<file path="config.mk">
export PLATFORM = sky130hd
export DESIGN_NAME = fsbe_ctrl
export DESIGN_NICKNAME = d
export VERILOG_FILES = /design/src/common/fsbe_pkg.sv /design/src/fsbe_bus_cycle.sv /design/src/fsbe_ctrl.sv
export VERILOG_INCLUDE_DIRS = /design/src /design/src/common
export SDC_FILE = /design/constraint.sdc
export NUM_CORES = 1
export LEC_CHECK = 0
export BUFFER_PORTS_ARGS = -buffer_cell sky130_fd_sc_hd__buf_2
export CAP_MARGIN = 20
export CORE_UTILIZATION = 56
export CTS_CLUSTER_SIZE = 30
export DETAILED_ROUTE_END_ITERATION = 10
export PLACE_DENSITY = 0.86
export SKIP_CTS_REPAIR_TIMING = 1
export SLEW_MARGIN = 10
export SYNTH_ARGS = -nofsm -noshare
export SYNTH_HDL_FRONTEND = slang
export SYNTH_HIERARCHICAL = 1
export SYNTH_SLANG_ARGS = --single-unit
</file>
<file path="constraint.sdc">
create_clock -name clk_sys -period 3.3 [get_ports clk_sys]
set_clock_uncertainty 0.15 [all_clocks]
set_input_delay 0.66 -clock clk_sys [delete_from_list [all_inputs] [get_ports clk_sys]]
set_output_delay 0.66 -clock clk_sys [all_outputs]
set_load 0.05 [all_outputs]
</file>
<file path="src/common/fsbe_consts.svh">
// Purpose: offsets, field positions, command bytes and timing counts
// Assumes: 200 MHz system clock
// Notes:   shared by the controller, its bus-cycle engine and the bench
`ifndef FSBE_CONSTS_SVH
`define FSBE_CONSTS_SVH

// ----------------------------------------------------------------
// controller register map (byte addresses, one word each)
// ----------------------------------------------------------------
`define FSBE_OFF_CTRL     8'h00
`define FSBE_OFF_ADDR     8'h04
`define FSBE_OFF_STATUS   8'h08
`define FSBE_OFF_IRQ_STAT 8'h0c
`define FSBE_OFF_IRQ_CLR  8'h10
`define FSBE_OFF_IRQ_EN   8'h14

// ----------------------------------------------------------------
// control register bits (write one to launch)
// ----------------------------------------------------------------
`define FSBE_CTRL_ERASE   0
`define FSBE_CTRL_RDST    1
`define FSBE_CTRL_CLRST   2
`define FSBE_CTRL_ARRAY   3

// status register of controller: bits above the flash status
`define FSBE_ST_BUSY      8
`define FSBE_ST_ERROR     9

// interrupt bits
`define FSBE_IRQ_DONE     0
`define FSBE_IRQ_ERR      1
`define FSBE_IRQ_W        2

// ----------------------------------------------------------------
// flash command bytes
// ----------------------------------------------------------------
`define FSBE_CMD_ERASE_SETUP 8'h20
`define FSBE_CMD_CONFIRM     8'hd0
`define FSBE_CMD_READ_STATUS 8'h70
`define FSBE_CMD_READ_ARRAY  8'hff
`define FSBE_CMD_CLEAR_STAT  8'h50

// ----------------------------------------------------------------
// flash status word fields
// ----------------------------------------------------------------
`define FSBE_SR_READY     7
`define FSBE_SR_ERSUSP    6
`define FSBE_SR_ERERR     5
`define FSBE_SR_WRERR     4
`define FSBE_SR_SUPPLY    3
`define FSBE_SR_WRSUSP    2
`define FSBE_SR_PROT      1
`define FSBE_SR_POLL_MASK 8'hfe
`define FSBE_SR_ERR_MASK  8'h3a

// ----------------------------------------------------------------
// timing: figures in ns, counts rounded up to whole cycles
// ----------------------------------------------------------------
`define FSBE_CLK_NS       5
`define FSBE_T_SETUP_NS   20
`define FSBE_T_STROBE_NS  60
`define FSBE_T_HOLD_NS    20
`define FSBE_SETUP_CYC  ((`FSBE_T_SETUP_NS + `FSBE_CLK_NS - 1) / `FSBE_CLK_NS)
`define FSBE_STROBE_CYC ((`FSBE_T_STROBE_NS + `FSBE_CLK_NS - 1) / `FSBE_CLK_NS)
`define FSBE_HOLD_CYC   ((`FSBE_T_HOLD_NS + `FSBE_CLK_NS - 1) / `FSBE_CLK_NS)
`define FSBE_SYNC_CYC   2

`endif

</file>
<file path="src/common/fsbe_pkg.sv">
// Purpose: types shared by the flash erase controller
// Assumes: 8-bit flash data, 20-bit flash address
// Notes:   constants live in fsbe_consts.svh
package fsbe_pkg;

	// one flash bus cycle request
	typedef struct packed
	{
		logic        wr;
		logic [19:0] addr;
		logic [7:0]  data;
	} fsbe_req_t;

	// flash pins driven by the controller
	typedef struct packed
	{
		logic        ce_n;
		logic        we_n;
		logic        oe_n;
		logic [19:0] addr;
		logic [7:0]  dq_o;
		logic        dq_oe;
	} fsbe_pins_t;

	// operation sequencer
	typedef enum logic [4:0]
	{
		FSBE_IDLE  = 5'b00001,
		FSBE_SETUP = 5'b00010,
		FSBE_CMDW  = 5'b00100,
		FSBE_POLL  = 5'b01000,
		FSBE_DONE  = 5'b10000
	} fsbe_state_t;

	// bus-cycle phases
	typedef enum logic [3:0]
	{
		FSBE_PH_IDLE   = 4'b0001,
		FSBE_PH_SETUP  = 4'b0010,
		FSBE_PH_STROBE = 4'b0100,
		FSBE_PH_HOLD   = 4'b1000
	} fsbe_phase_t;

endpackage : fsbe_pkg

</file>
<file path="src/fsbe_bus_cycle.sv">
// Purpose: one asynchronous flash read or write cycle with timed strobes
// Assumes: req stays stable while req_valid is high and until done
// Notes:   read data passes two flops before capture
`timescale 1ns/1ps
`include "fsbe_consts.svh"
module fsbe_bus_cycle
	import fsbe_pkg::*;
(
	input  wire logic       clk_sys,   // system clock
	input  wire logic       rst_n,     // async reset, active low
	input  wire fsbe_req_t  req,       // cycle request
	input  wire logic       req_valid, // request pending
	output fsbe_pins_t      pins,      // flash pins, registered
	output logic            done,      // one-cycle pulse at end
	output logic [7:0]      rdata,     // captured read data
	input  wire logic [7:0] dq_i       // flash data pins
);

	fsbe_phase_t phase_reg;
	logic [7:0]  cnt_reg;
	logic [7:0]  dq_s1_reg;
	logic [7:0]  dq_s2_reg;

	// ----------------------------------------------------------------
	// input synchroniser
	// ----------------------------------------------------------------
	always_ff @(posedge clk_sys or negedge rst_n)
	begin
		if (!rst_n)
		begin
			dq_s1_reg <= 8'h00;
			dq_s2_reg <= 8'h00;
		end
		else
		begin
			dq_s1_reg <= dq_i;
			dq_s2_reg <= dq_s1_reg;
		end
	end

	// ----------------------------------------------------------------
	// strobe sequencing
	// ----------------------------------------------------------------
	// reads stretch the strobe by the synchroniser depth so the
	// sampled byte is the one the flash drove under oe
	always_ff @(posedge clk_sys or negedge rst_n)
	begin
		if (!rst_n)
		begin
			phase_reg <= FSBE_PH_IDLE;
			cnt_reg   <= 8'h00;
			pins      <= '{ce_n: 1'b1, we_n: 1'b1, oe_n: 1'b1, addr: 20'h00000,
				dq_o: 8'h00, dq_oe: 1'b0};
			done      <= 1'b0;
			rdata     <= 8'h00;
		end
		else
		begin
			done <= 1'b0;
			unique case (phase_reg)
				FSBE_PH_IDLE:
				begin
					if (req_valid && !done)
					begin
						pins.ce_n  <= 1'b0;
						pins.addr  <= req.addr;
						pins.dq_o  <= req.data;
						pins.dq_oe <= req.wr;
						cnt_reg    <= 8'(`FSBE_SETUP_CYC);
						phase_reg  <= FSBE_PH_SETUP;
					end
				end
				FSBE_PH_SETUP:
				begin
					if (cnt_reg > 8'h01)
						cnt_reg <= cnt_reg - 8'h01;
					else
					begin
						pins.we_n <= ~req.wr;
						pins.oe_n <= req.wr;
						cnt_reg   <= req.wr ? 8'(`FSBE_STROBE_CYC)
							: 8'(`FSBE_STROBE_CYC + `FSBE_SYNC_CYC);
						phase_reg <= FSBE_PH_STROBE;
					end
				end
				FSBE_PH_STROBE:
				begin
					if (cnt_reg > 8'h01)
						cnt_reg <= cnt_reg - 8'h01;
					else
					begin
						pins.we_n <= 1'b1;
						pins.oe_n <= 1'b1;
						if (!req.wr)
							rdata <= dq_s2_reg;
						cnt_reg   <= 8'(`FSBE_HOLD_CYC);
						phase_reg <= FSBE_PH_HOLD;
					end
				end
				FSBE_PH_HOLD:
				begin
					if (cnt_reg > 8'h01)
						cnt_reg <= cnt_reg - 8'h01;
					else
					begin
						pins.ce_n  <= 1'b1;
						pins.dq_oe <= 1'b0;
						done       <= 1'b1;
						phase_reg  <= FSBE_PH_IDLE;
					end
				end
			endcase
		end
	end

endmodule : fsbe_bus_cycle

</file>
<file path="src/fsbe_ctrl.sv">
// Purpose: host controller for block erase and status handling of a NOR flash
// Assumes: flash on an asynchronous 8-bit bus, software over AXI4-Lite
// Notes:   one operation at a time; launches while busy are dropped
//
// Summary of operation
// - completion is seen when status bit 7 reads ready, and only then are the other bits used.
// - the reserved status bit 0 is masked out whenever status is polled.
// - an erase is the byte 20H to any address, then D0H inside the target block.
// - erases may be repeated and the full status check done after each or after a series.
// - after the last operation the host writes FFH to return the flash to array read.
// - after any error the host clears status before a retry.
//
// Added by the designer: the address map and the AXI4-Lite register port.
`timescale 1ns/1ps
`include "fsbe_consts.svh"
module fsbe_ctrl
	import fsbe_pkg::*;
(
	input  wire logic        clk_sys,          // system clock, 200 MHz
	input  wire logic        rst_n,            // async reset, active low
	input  wire logic [7:0]  s_axi_awaddr,     // write address
	input  wire logic        s_axi_awvalid,    // write address valid
	output logic             s_axi_awready,    // write address ready
	input  wire logic [31:0] s_axi_wdata,      // write data
	input  wire logic [3:0]  s_axi_wstrb,      // write byte enables
	input  wire logic        s_axi_wvalid,     // write data valid
	output logic             s_axi_wready,     // write data ready
	output logic [1:0]       s_axi_bresp,      // write response
	output logic             s_axi_bvalid,     // write response valid
	input  wire logic        s_axi_bready,     // write response ready
	input  wire logic [7:0]  s_axi_araddr,     // read address
	input  wire logic        s_axi_arvalid,    // read address valid
	output logic             s_axi_arready,    // read address ready
	output logic [31:0]      s_axi_rdata,      // read data
	output logic [1:0]       s_axi_rresp,      // read response
	output logic             s_axi_rvalid,     // read data valid
	input  wire logic        s_axi_rready,     // read data ready
	output fsbe_pins_t       flash,            // flash strobes, address, data out
	input  wire logic [7:0]  flash_dq_i,       // flash data in
	output logic             reset_powerdown_n, // flash reset, active low
	input  wire logic        ready_busy_out,   // flash ready/busy pin
	output logic             irq               // level interrupt
);

	fsbe_state_t state_reg;
	fsbe_req_t   req_reg;
	logic        req_valid_reg;
	logic        cyc_done;
	logic [7:0]  cyc_rdata;
	logic [19:0] addr_reg;
	logic [7:0]  status_reg;
	logic [3:0]  op_reg;
	logic [`FSBE_IRQ_W-1:0] irq_stat_reg;
	logic [`FSBE_IRQ_W-1:0] irq_en_reg;
	logic [`FSBE_IRQ_W-1:0] irq_set;
	logic [7:0]  aw_addr_reg;
	logic [31:0] w_data_reg;
	logic [3:0]  w_strb_reg;
	logic        wr_fire;
	logic        rb_s1_reg;
	logic        rb_s2_reg;
	logic [7:0]  polled;

	// ----------------------------------------------------------------
	// flash bus cycle engine
	// ----------------------------------------------------------------
	fsbe_bus_cycle u_cycle
	(
		.clk_sys   (clk_sys),
		.rst_n     (rst_n),
		.req       (req_reg),
		.req_valid (req_valid_reg),
		.pins      (flash),
		.done      (cyc_done),
		.rdata     (cyc_rdata),
		.dq_i      (flash_dq_i)
	);
	// ready/busy synchroniser; the flash reset trails ours by one cycle
	always_ff @(posedge clk_sys or negedge rst_n)
	begin
		if (!rst_n)
		begin
			rb_s1_reg         <= 1'b0;
			rb_s2_reg         <= 1'b0;
			reset_powerdown_n <= 1'b0;
		end
		else
		begin
			rb_s1_reg         <= ready_busy_out;
			rb_s2_reg         <= rb_s1_reg;
			reset_powerdown_n <= 1'b1;
		end
	end

	// ----------------------------------------------------------------
	// AXI4-Lite slave
	// ----------------------------------------------------------------
	// address and data are held until both have arrived
	assign wr_fire = !s_axi_awready && !s_axi_wready && !s_axi_bvalid;
	always_ff @(posedge clk_sys or negedge rst_n)
	begin
		if (!rst_n)
		begin
			s_axi_awready <= 1'b1;
			s_axi_wready  <= 1'b1;
			s_axi_bvalid  <= 1'b0;
			s_axi_bresp   <= 2'b00;
			aw_addr_reg   <= 8'h00;
			w_data_reg    <= 32'h00000000;
			w_strb_reg    <= 4'h0;
		end
		else
		begin
			if (s_axi_awready && s_axi_awvalid)
			begin
				aw_addr_reg   <= s_axi_awaddr;
				s_axi_awready <= 1'b0;
			end
			if (s_axi_wready && s_axi_wvalid)
			begin
				w_data_reg   <= s_axi_wdata;
				w_strb_reg   <= s_axi_wstrb;
				s_axi_wready <= 1'b0;
			end
			if (wr_fire)
			begin
				s_axi_bvalid <= 1'b1;
				s_axi_bresp  <= (aw_addr_reg inside {`FSBE_OFF_CTRL, `FSBE_OFF_ADDR,
					`FSBE_OFF_IRQ_CLR, `FSBE_OFF_IRQ_EN}) ? 2'b00 : 2'b10;
			end
			if (s_axi_bvalid && s_axi_bready)
			begin
				s_axi_bvalid  <= 1'b0;
				s_axi_awready <= 1'b1;
				s_axi_wready  <= 1'b1;
			end
		end
	end
	// read side answers one cycle after the address is taken
	always_ff @(posedge clk_sys or negedge rst_n)
	begin
		if (!rst_n)
		begin
			s_axi_arready <= 1'b1;
			s_axi_rvalid  <= 1'b0;
			s_axi_rdata   <= 32'h00000000;
			s_axi_rresp   <= 2'b00;
		end
		else if (s_axi_arready && s_axi_arvalid)
		begin
			s_axi_arready <= 1'b0;
			s_axi_rvalid  <= 1'b1;
			s_axi_rresp   <= 2'b00;
			unique case (s_axi_araddr)
				`FSBE_OFF_ADDR:     s_axi_rdata <= {12'h000, addr_reg};
				`FSBE_OFF_STATUS:   s_axi_rdata <= {21'h000000, rb_s2_reg,
					|(status_reg & `FSBE_SR_ERR_MASK), !state_reg[0], status_reg};
				`FSBE_OFF_IRQ_STAT: s_axi_rdata <= {30'h00000000, irq_stat_reg};
				`FSBE_OFF_IRQ_EN:   s_axi_rdata <= {30'h00000000, irq_en_reg};
				`FSBE_OFF_CTRL, `FSBE_OFF_IRQ_CLR: s_axi_rdata <= 32'h00000000;
				default: {s_axi_rresp, s_axi_rdata} <= {2'b10, 32'h00000000};
			endcase
		end
		else if (s_axi_rvalid && s_axi_rready)
		begin
			s_axi_rvalid  <= 1'b0;
			s_axi_arready <= 1'b1;
		end
	end
	// target block address, byte-lane masked
	always_ff @(posedge clk_sys or negedge rst_n)
	begin
		if (!rst_n)
			addr_reg <= 20'h00000;
		else if (wr_fire && aw_addr_reg == `FSBE_OFF_ADDR)
		begin
			if (w_strb_reg[0]) addr_reg[7:0]   <= w_data_reg[7:0];
			if (w_strb_reg[1]) addr_reg[15:8]  <= w_data_reg[15:8];
			if (w_strb_reg[2]) addr_reg[19:16] <= w_data_reg[19:16];
		end
	end

	// ----------------------------------------------------------------
	// operation sequencer
	// ----------------------------------------------------------------
	// reserved bit 0 never reaches software or the error logic
	assign polled = cyc_rdata & `FSBE_SR_POLL_MASK;
	always_ff @(posedge clk_sys or negedge rst_n)
	begin
		if (!rst_n)
		begin
			state_reg     <= FSBE_IDLE;
			req_reg       <= '{wr: 1'b0, addr: 20'h00000, data: 8'h00};
			req_valid_reg <= 1'b0;
			op_reg        <= 4'h0;
			status_reg    <= 8'h00;
		end
		else
		begin
			unique case (state_reg)
				FSBE_IDLE:
				begin
					// launch only with a one-hot command and write lane 0
					if (wr_fire && aw_addr_reg == `FSBE_OFF_CTRL && w_strb_reg[0]
						&& $onehot(w_data_reg[3:0]))
					begin
						op_reg        <= w_data_reg[3:0];
						req_valid_reg <= 1'b1;
						req_reg.wr    <= 1'b1;
						req_reg.addr  <= 20'h00000;
						if (w_data_reg[`FSBE_CTRL_ERASE])
						begin
							req_reg.data <= `FSBE_CMD_ERASE_SETUP;
							state_reg    <= FSBE_SETUP;
						end
						else
						begin
							req_reg.data <= w_data_reg[`FSBE_CTRL_RDST]
								? `FSBE_CMD_READ_STATUS
								: w_data_reg[`FSBE_CTRL_CLRST] ? `FSBE_CMD_CLEAR_STAT
								: `FSBE_CMD_READ_ARRAY;
							state_reg <= FSBE_CMDW;
						end
					end
				end
				FSBE_SETUP:
				begin
					if (cyc_done)
					begin
						req_reg.data <= `FSBE_CMD_CONFIRM;
						req_reg.addr <= addr_reg;
						state_reg    <= FSBE_CMDW;
					end
				end
				FSBE_CMDW:
				begin
					if (cyc_done)
					begin
						// erase confirm and read status leave the flash in status mode
						req_reg.wr    <= 1'b0;
						req_valid_reg <= op_reg[`FSBE_CTRL_ERASE] || op_reg[`FSBE_CTRL_RDST];
						state_reg     <= (op_reg[`FSBE_CTRL_ERASE] || op_reg[`FSBE_CTRL_RDST])
							? FSBE_POLL : FSBE_DONE;
						if (op_reg[`FSBE_CTRL_CLRST])
							status_reg <= 8'h00;
					end
				end
				FSBE_POLL:
				begin
					// keep reading until the engine reports ready, then keep bits 7 to 1 (bit 0 masked)
					if (cyc_done && polled[`FSBE_SR_READY])
					begin
						req_valid_reg <= 1'b0;
						status_reg    <= polled;
						state_reg     <= FSBE_DONE;
					end
				end
				FSBE_DONE:
					state_reg <= FSBE_IDLE;
			endcase
		end
	end

	// ----------------------------------------------------------------
	// interrupts
	// ----------------------------------------------------------------
	// error (bit 1) covers status bits 5, 4, 3 and 1 as latched when ready; done is bit 0
	assign irq_set = {(state_reg == FSBE_POLL) && cyc_done && polled[`FSBE_SR_READY]
		&& |(polled & `FSBE_SR_ERR_MASK), state_reg == FSBE_DONE};

	// set wins over a clear written in the same cycle
	always_ff @(posedge clk_sys or negedge rst_n)
	begin
		if (!rst_n)
		begin
			irq_stat_reg <= '0;
			irq_en_reg   <= '0;
			irq          <= 1'b0;
		end
		else
		begin
			if (wr_fire && aw_addr_reg == `FSBE_OFF_IRQ_CLR && w_strb_reg[0])
				irq_stat_reg <= (irq_stat_reg & ~w_data_reg[`FSBE_IRQ_W-1:0]) | irq_set;
			else
				irq_stat_reg <= irq_stat_reg | irq_set;
			if (wr_fire && aw_addr_reg == `FSBE_OFF_IRQ_EN && w_strb_reg[0])
				irq_en_reg <= w_data_reg[`FSBE_IRQ_W-1:0];
			irq <= |(irq_stat_reg & irq_en_reg);
		end
	end
endmodule : fsbe_ctrl

</file>
==> flow_summary.ini <==
[clock_network]
clk_path_buf_depth = 2
cts-root-buf = clkbuf_16
cts.sinks = 193
numCtsBuffers = 17
cts_tree = built
clk_latency_ns = 0.43
clk_pin_slew_ns = 0.07
cts_htree_levels = 4

[yosys]
synthCells = 653
yosys_warnings = 6
syn-cell-area_um2 = 8190
syn_avg_cell_area_um2 = 12.5

[global_route]
grt_pass1_wl_um = 28400
grt_pass1_vias = 5575
grt.overflow.total = 0
antenna_found_initial = 0
gr-usage-all-layers = 0.250
grt_max_degree = 77

[power_and_ir_drop]
power.density_nw_per_um2 = 716
p_int_uw = 4580
power_frac_seq = 0.464
p_sw_frac = 0.326
pwr-share-clk = 0.293
p_leak_uw = 0.00460
peakVddDrop_v = 0.000632
comb_power_share = 0.244
p_switching_uw = 2210

[floorplanning]
core-area_um2 = 14100
die_area_um2 = 15100
initial_core_util = 0.581
io_pins = 143
rows = 43
fp.dieH_um = 123
fp.dieW_um = 123

[placement]
globalplace.congestion = 0.855
place_hpwl_um = 12400
pre_cts_ws_ns = 0.150
port_buffers = 114
dp.cells = 932

[cells_and_area]
diodes = 0
nets = 844
areaGrowthSynthToFinish_pct = 16.0
final_util = 0.673
fin_cells = 964
drive_gt1_frac = 0.358
largest_register_ffs = 32

[min_path]
hold_class = input port to asynchronous set/reset pin

[routing]
wl_per_cell_um = 18.4
vias_per_cell = 5.87
wl_um = 17800
firstDrtPassIters = 5
vias = 5659
first_iter_violations = 473
ant_nets = 0
drc_errors = 0

[status]
status = completed

[timing]
final.setup.tns_ns = 0
finalMaxSlewViolations = 0
finalCriticalPeriod_ns = 3.11
grt_setup_unrepaired = no
hold_slack_ns = 0.0810
max_freq_mhz = 322
fin_ws_ns = 0.190
finalHoldViolations = 0
tightest_slew_ns = 0.645
post-route-period-util = 0.943
setup_violations = 0
timing.slew.headroom = 0.564

[setup_path]
r2r-start = w_data_reg[1]$_DFFE_PN0P_
crit_fanout = 7
regToRegSetupSlack_ns = 0.19
worstSetupPathType = flop to flop
arrival_ns = 3.27
crit_path_end_kind = flop
timing.rr.end = op_reg[2]$_DFFE_PN0P_
worstPathRequired_ns = 3.46
start_kind = flop
ff2ff_path_depth = 10

[flow_run]
cap_viol_max_count = 0
## worst max-delay path: stages, from the launching register on
cell     delay, ns
dfrtp_1       0.42
inv_1         0.14
fa_1          0.53
inv_1         0.04
ha_1          0.17
ha_1          0.26
nor4b_1       0.30
buf_4         0.18
nand4_1       0.17
or2_4         0.33
mux2_4        0.30
## stage by stage
stage	total power, µW	instance area [µm²]
after floorplan	4310	8230
after global placement	4720	8920
after detailed placement	4820	8920
after CTS	6820	9490
after global routing	7140	9490
final	6800	9490
## layer usage
| layer | vias up | part of all wire | track usage |
|---|---|---|---|
| li1 | 2571 | - | - |
| met1 | 2868 | 0.42 | 0.323 |
| met2 | 194 | 0.50 | 0.417 |
| met3 | 26 | 0.055 | 0.0590 |
| met4 | 0 | 0.017 | 0.0793 |
| met5 | - | 0 | 0 |
## area by class of cell
| cell class | instances | area [µm²] |
|---|---|---|
| Clock inverter | 13 | 126 |
| Tap cell | 180 | 225 |
| Clock buffer | 19 | 443 |
| Multi-Input combinational cell | 411 | 3080 |
| Timing Repair Buffer | 131 | 719 |
| Sequential cell | 193 | 4840 |
| Inverter | 17 | 63.8 |
| Fill cell | 994 | 4600 |
## cells in the final DEF (no fill, tap or decap), drive strengths merged, types with 3 or more instances in the layout
cell / instances
dfrtp: 185
buf: 130
mux2: 92
nand2: 65
o21ai: 49
nor2: 22
a22oi: 22
inv: 22
clkbuf: 20
conb: 15
mux2i: 10
nor3: 10
a22o: 8
dfstp: 8
nor4: 8
nand3: 7
nand2b: 6
o211ai: 6
nor2b: 5
a21o: 5
nor4b: 5
or4: 5
clkinv: 5
nor3b: 5
a21oi: 4
o21a: 4
or3: 4
ha: 4
o41ai: 3
a32oi: 3
o22ai: 3
o2bb2ai: 3
a211oi: 3
o31ai: 3
a2bb2oi: 3
## power groups by stage
stage / clock, µW / sequential (µW) / combinational, µW
after CTS: 2020 / 3140 / 1660
after global routing: 2110 / 3200 / 1820
after detailed placement: 0 / 3180 / 1640
final: 1990 / 3150 / 1660
after global placement: 0 / 3140 / 1570
after floorplan: 0 / 3170 / 1140
## how the worst max path moves through the flow
stage,startpoint,end,slack [ns],cells past startpoint
3_3_place_gp,w_data_reg[1]$_DFFE_PN0P_,op_reg[2]$_DFFE_PN0P_,0.25,10
4_1_cts,w_data_reg[1]$_DFFE_PN0P_,op_reg[2]$_DFFE_PN0P_,0.14,10
6_report,w_data_reg[1]$_DFFE_PN0P_,op_reg[2]$_DFFE_PN0P_,0.19,10
2_1_floorplan,w_data_reg[0]$_DFFE_PN0P_,op_reg[2]$_DFFE_PN0P_,0.23,10
5_1_grt,w_data_reg[1]$_DFFE_PN0P_,req_reg[18]$_DFFE_PN0P_,0.04,11
3_5_place_dp,w_data_reg[1]$_DFFE_PN0P_,op_reg[2]$_DFFE_PN0P_,0.15,10
No activity file was read; power rests on OpenSTA's default activity.
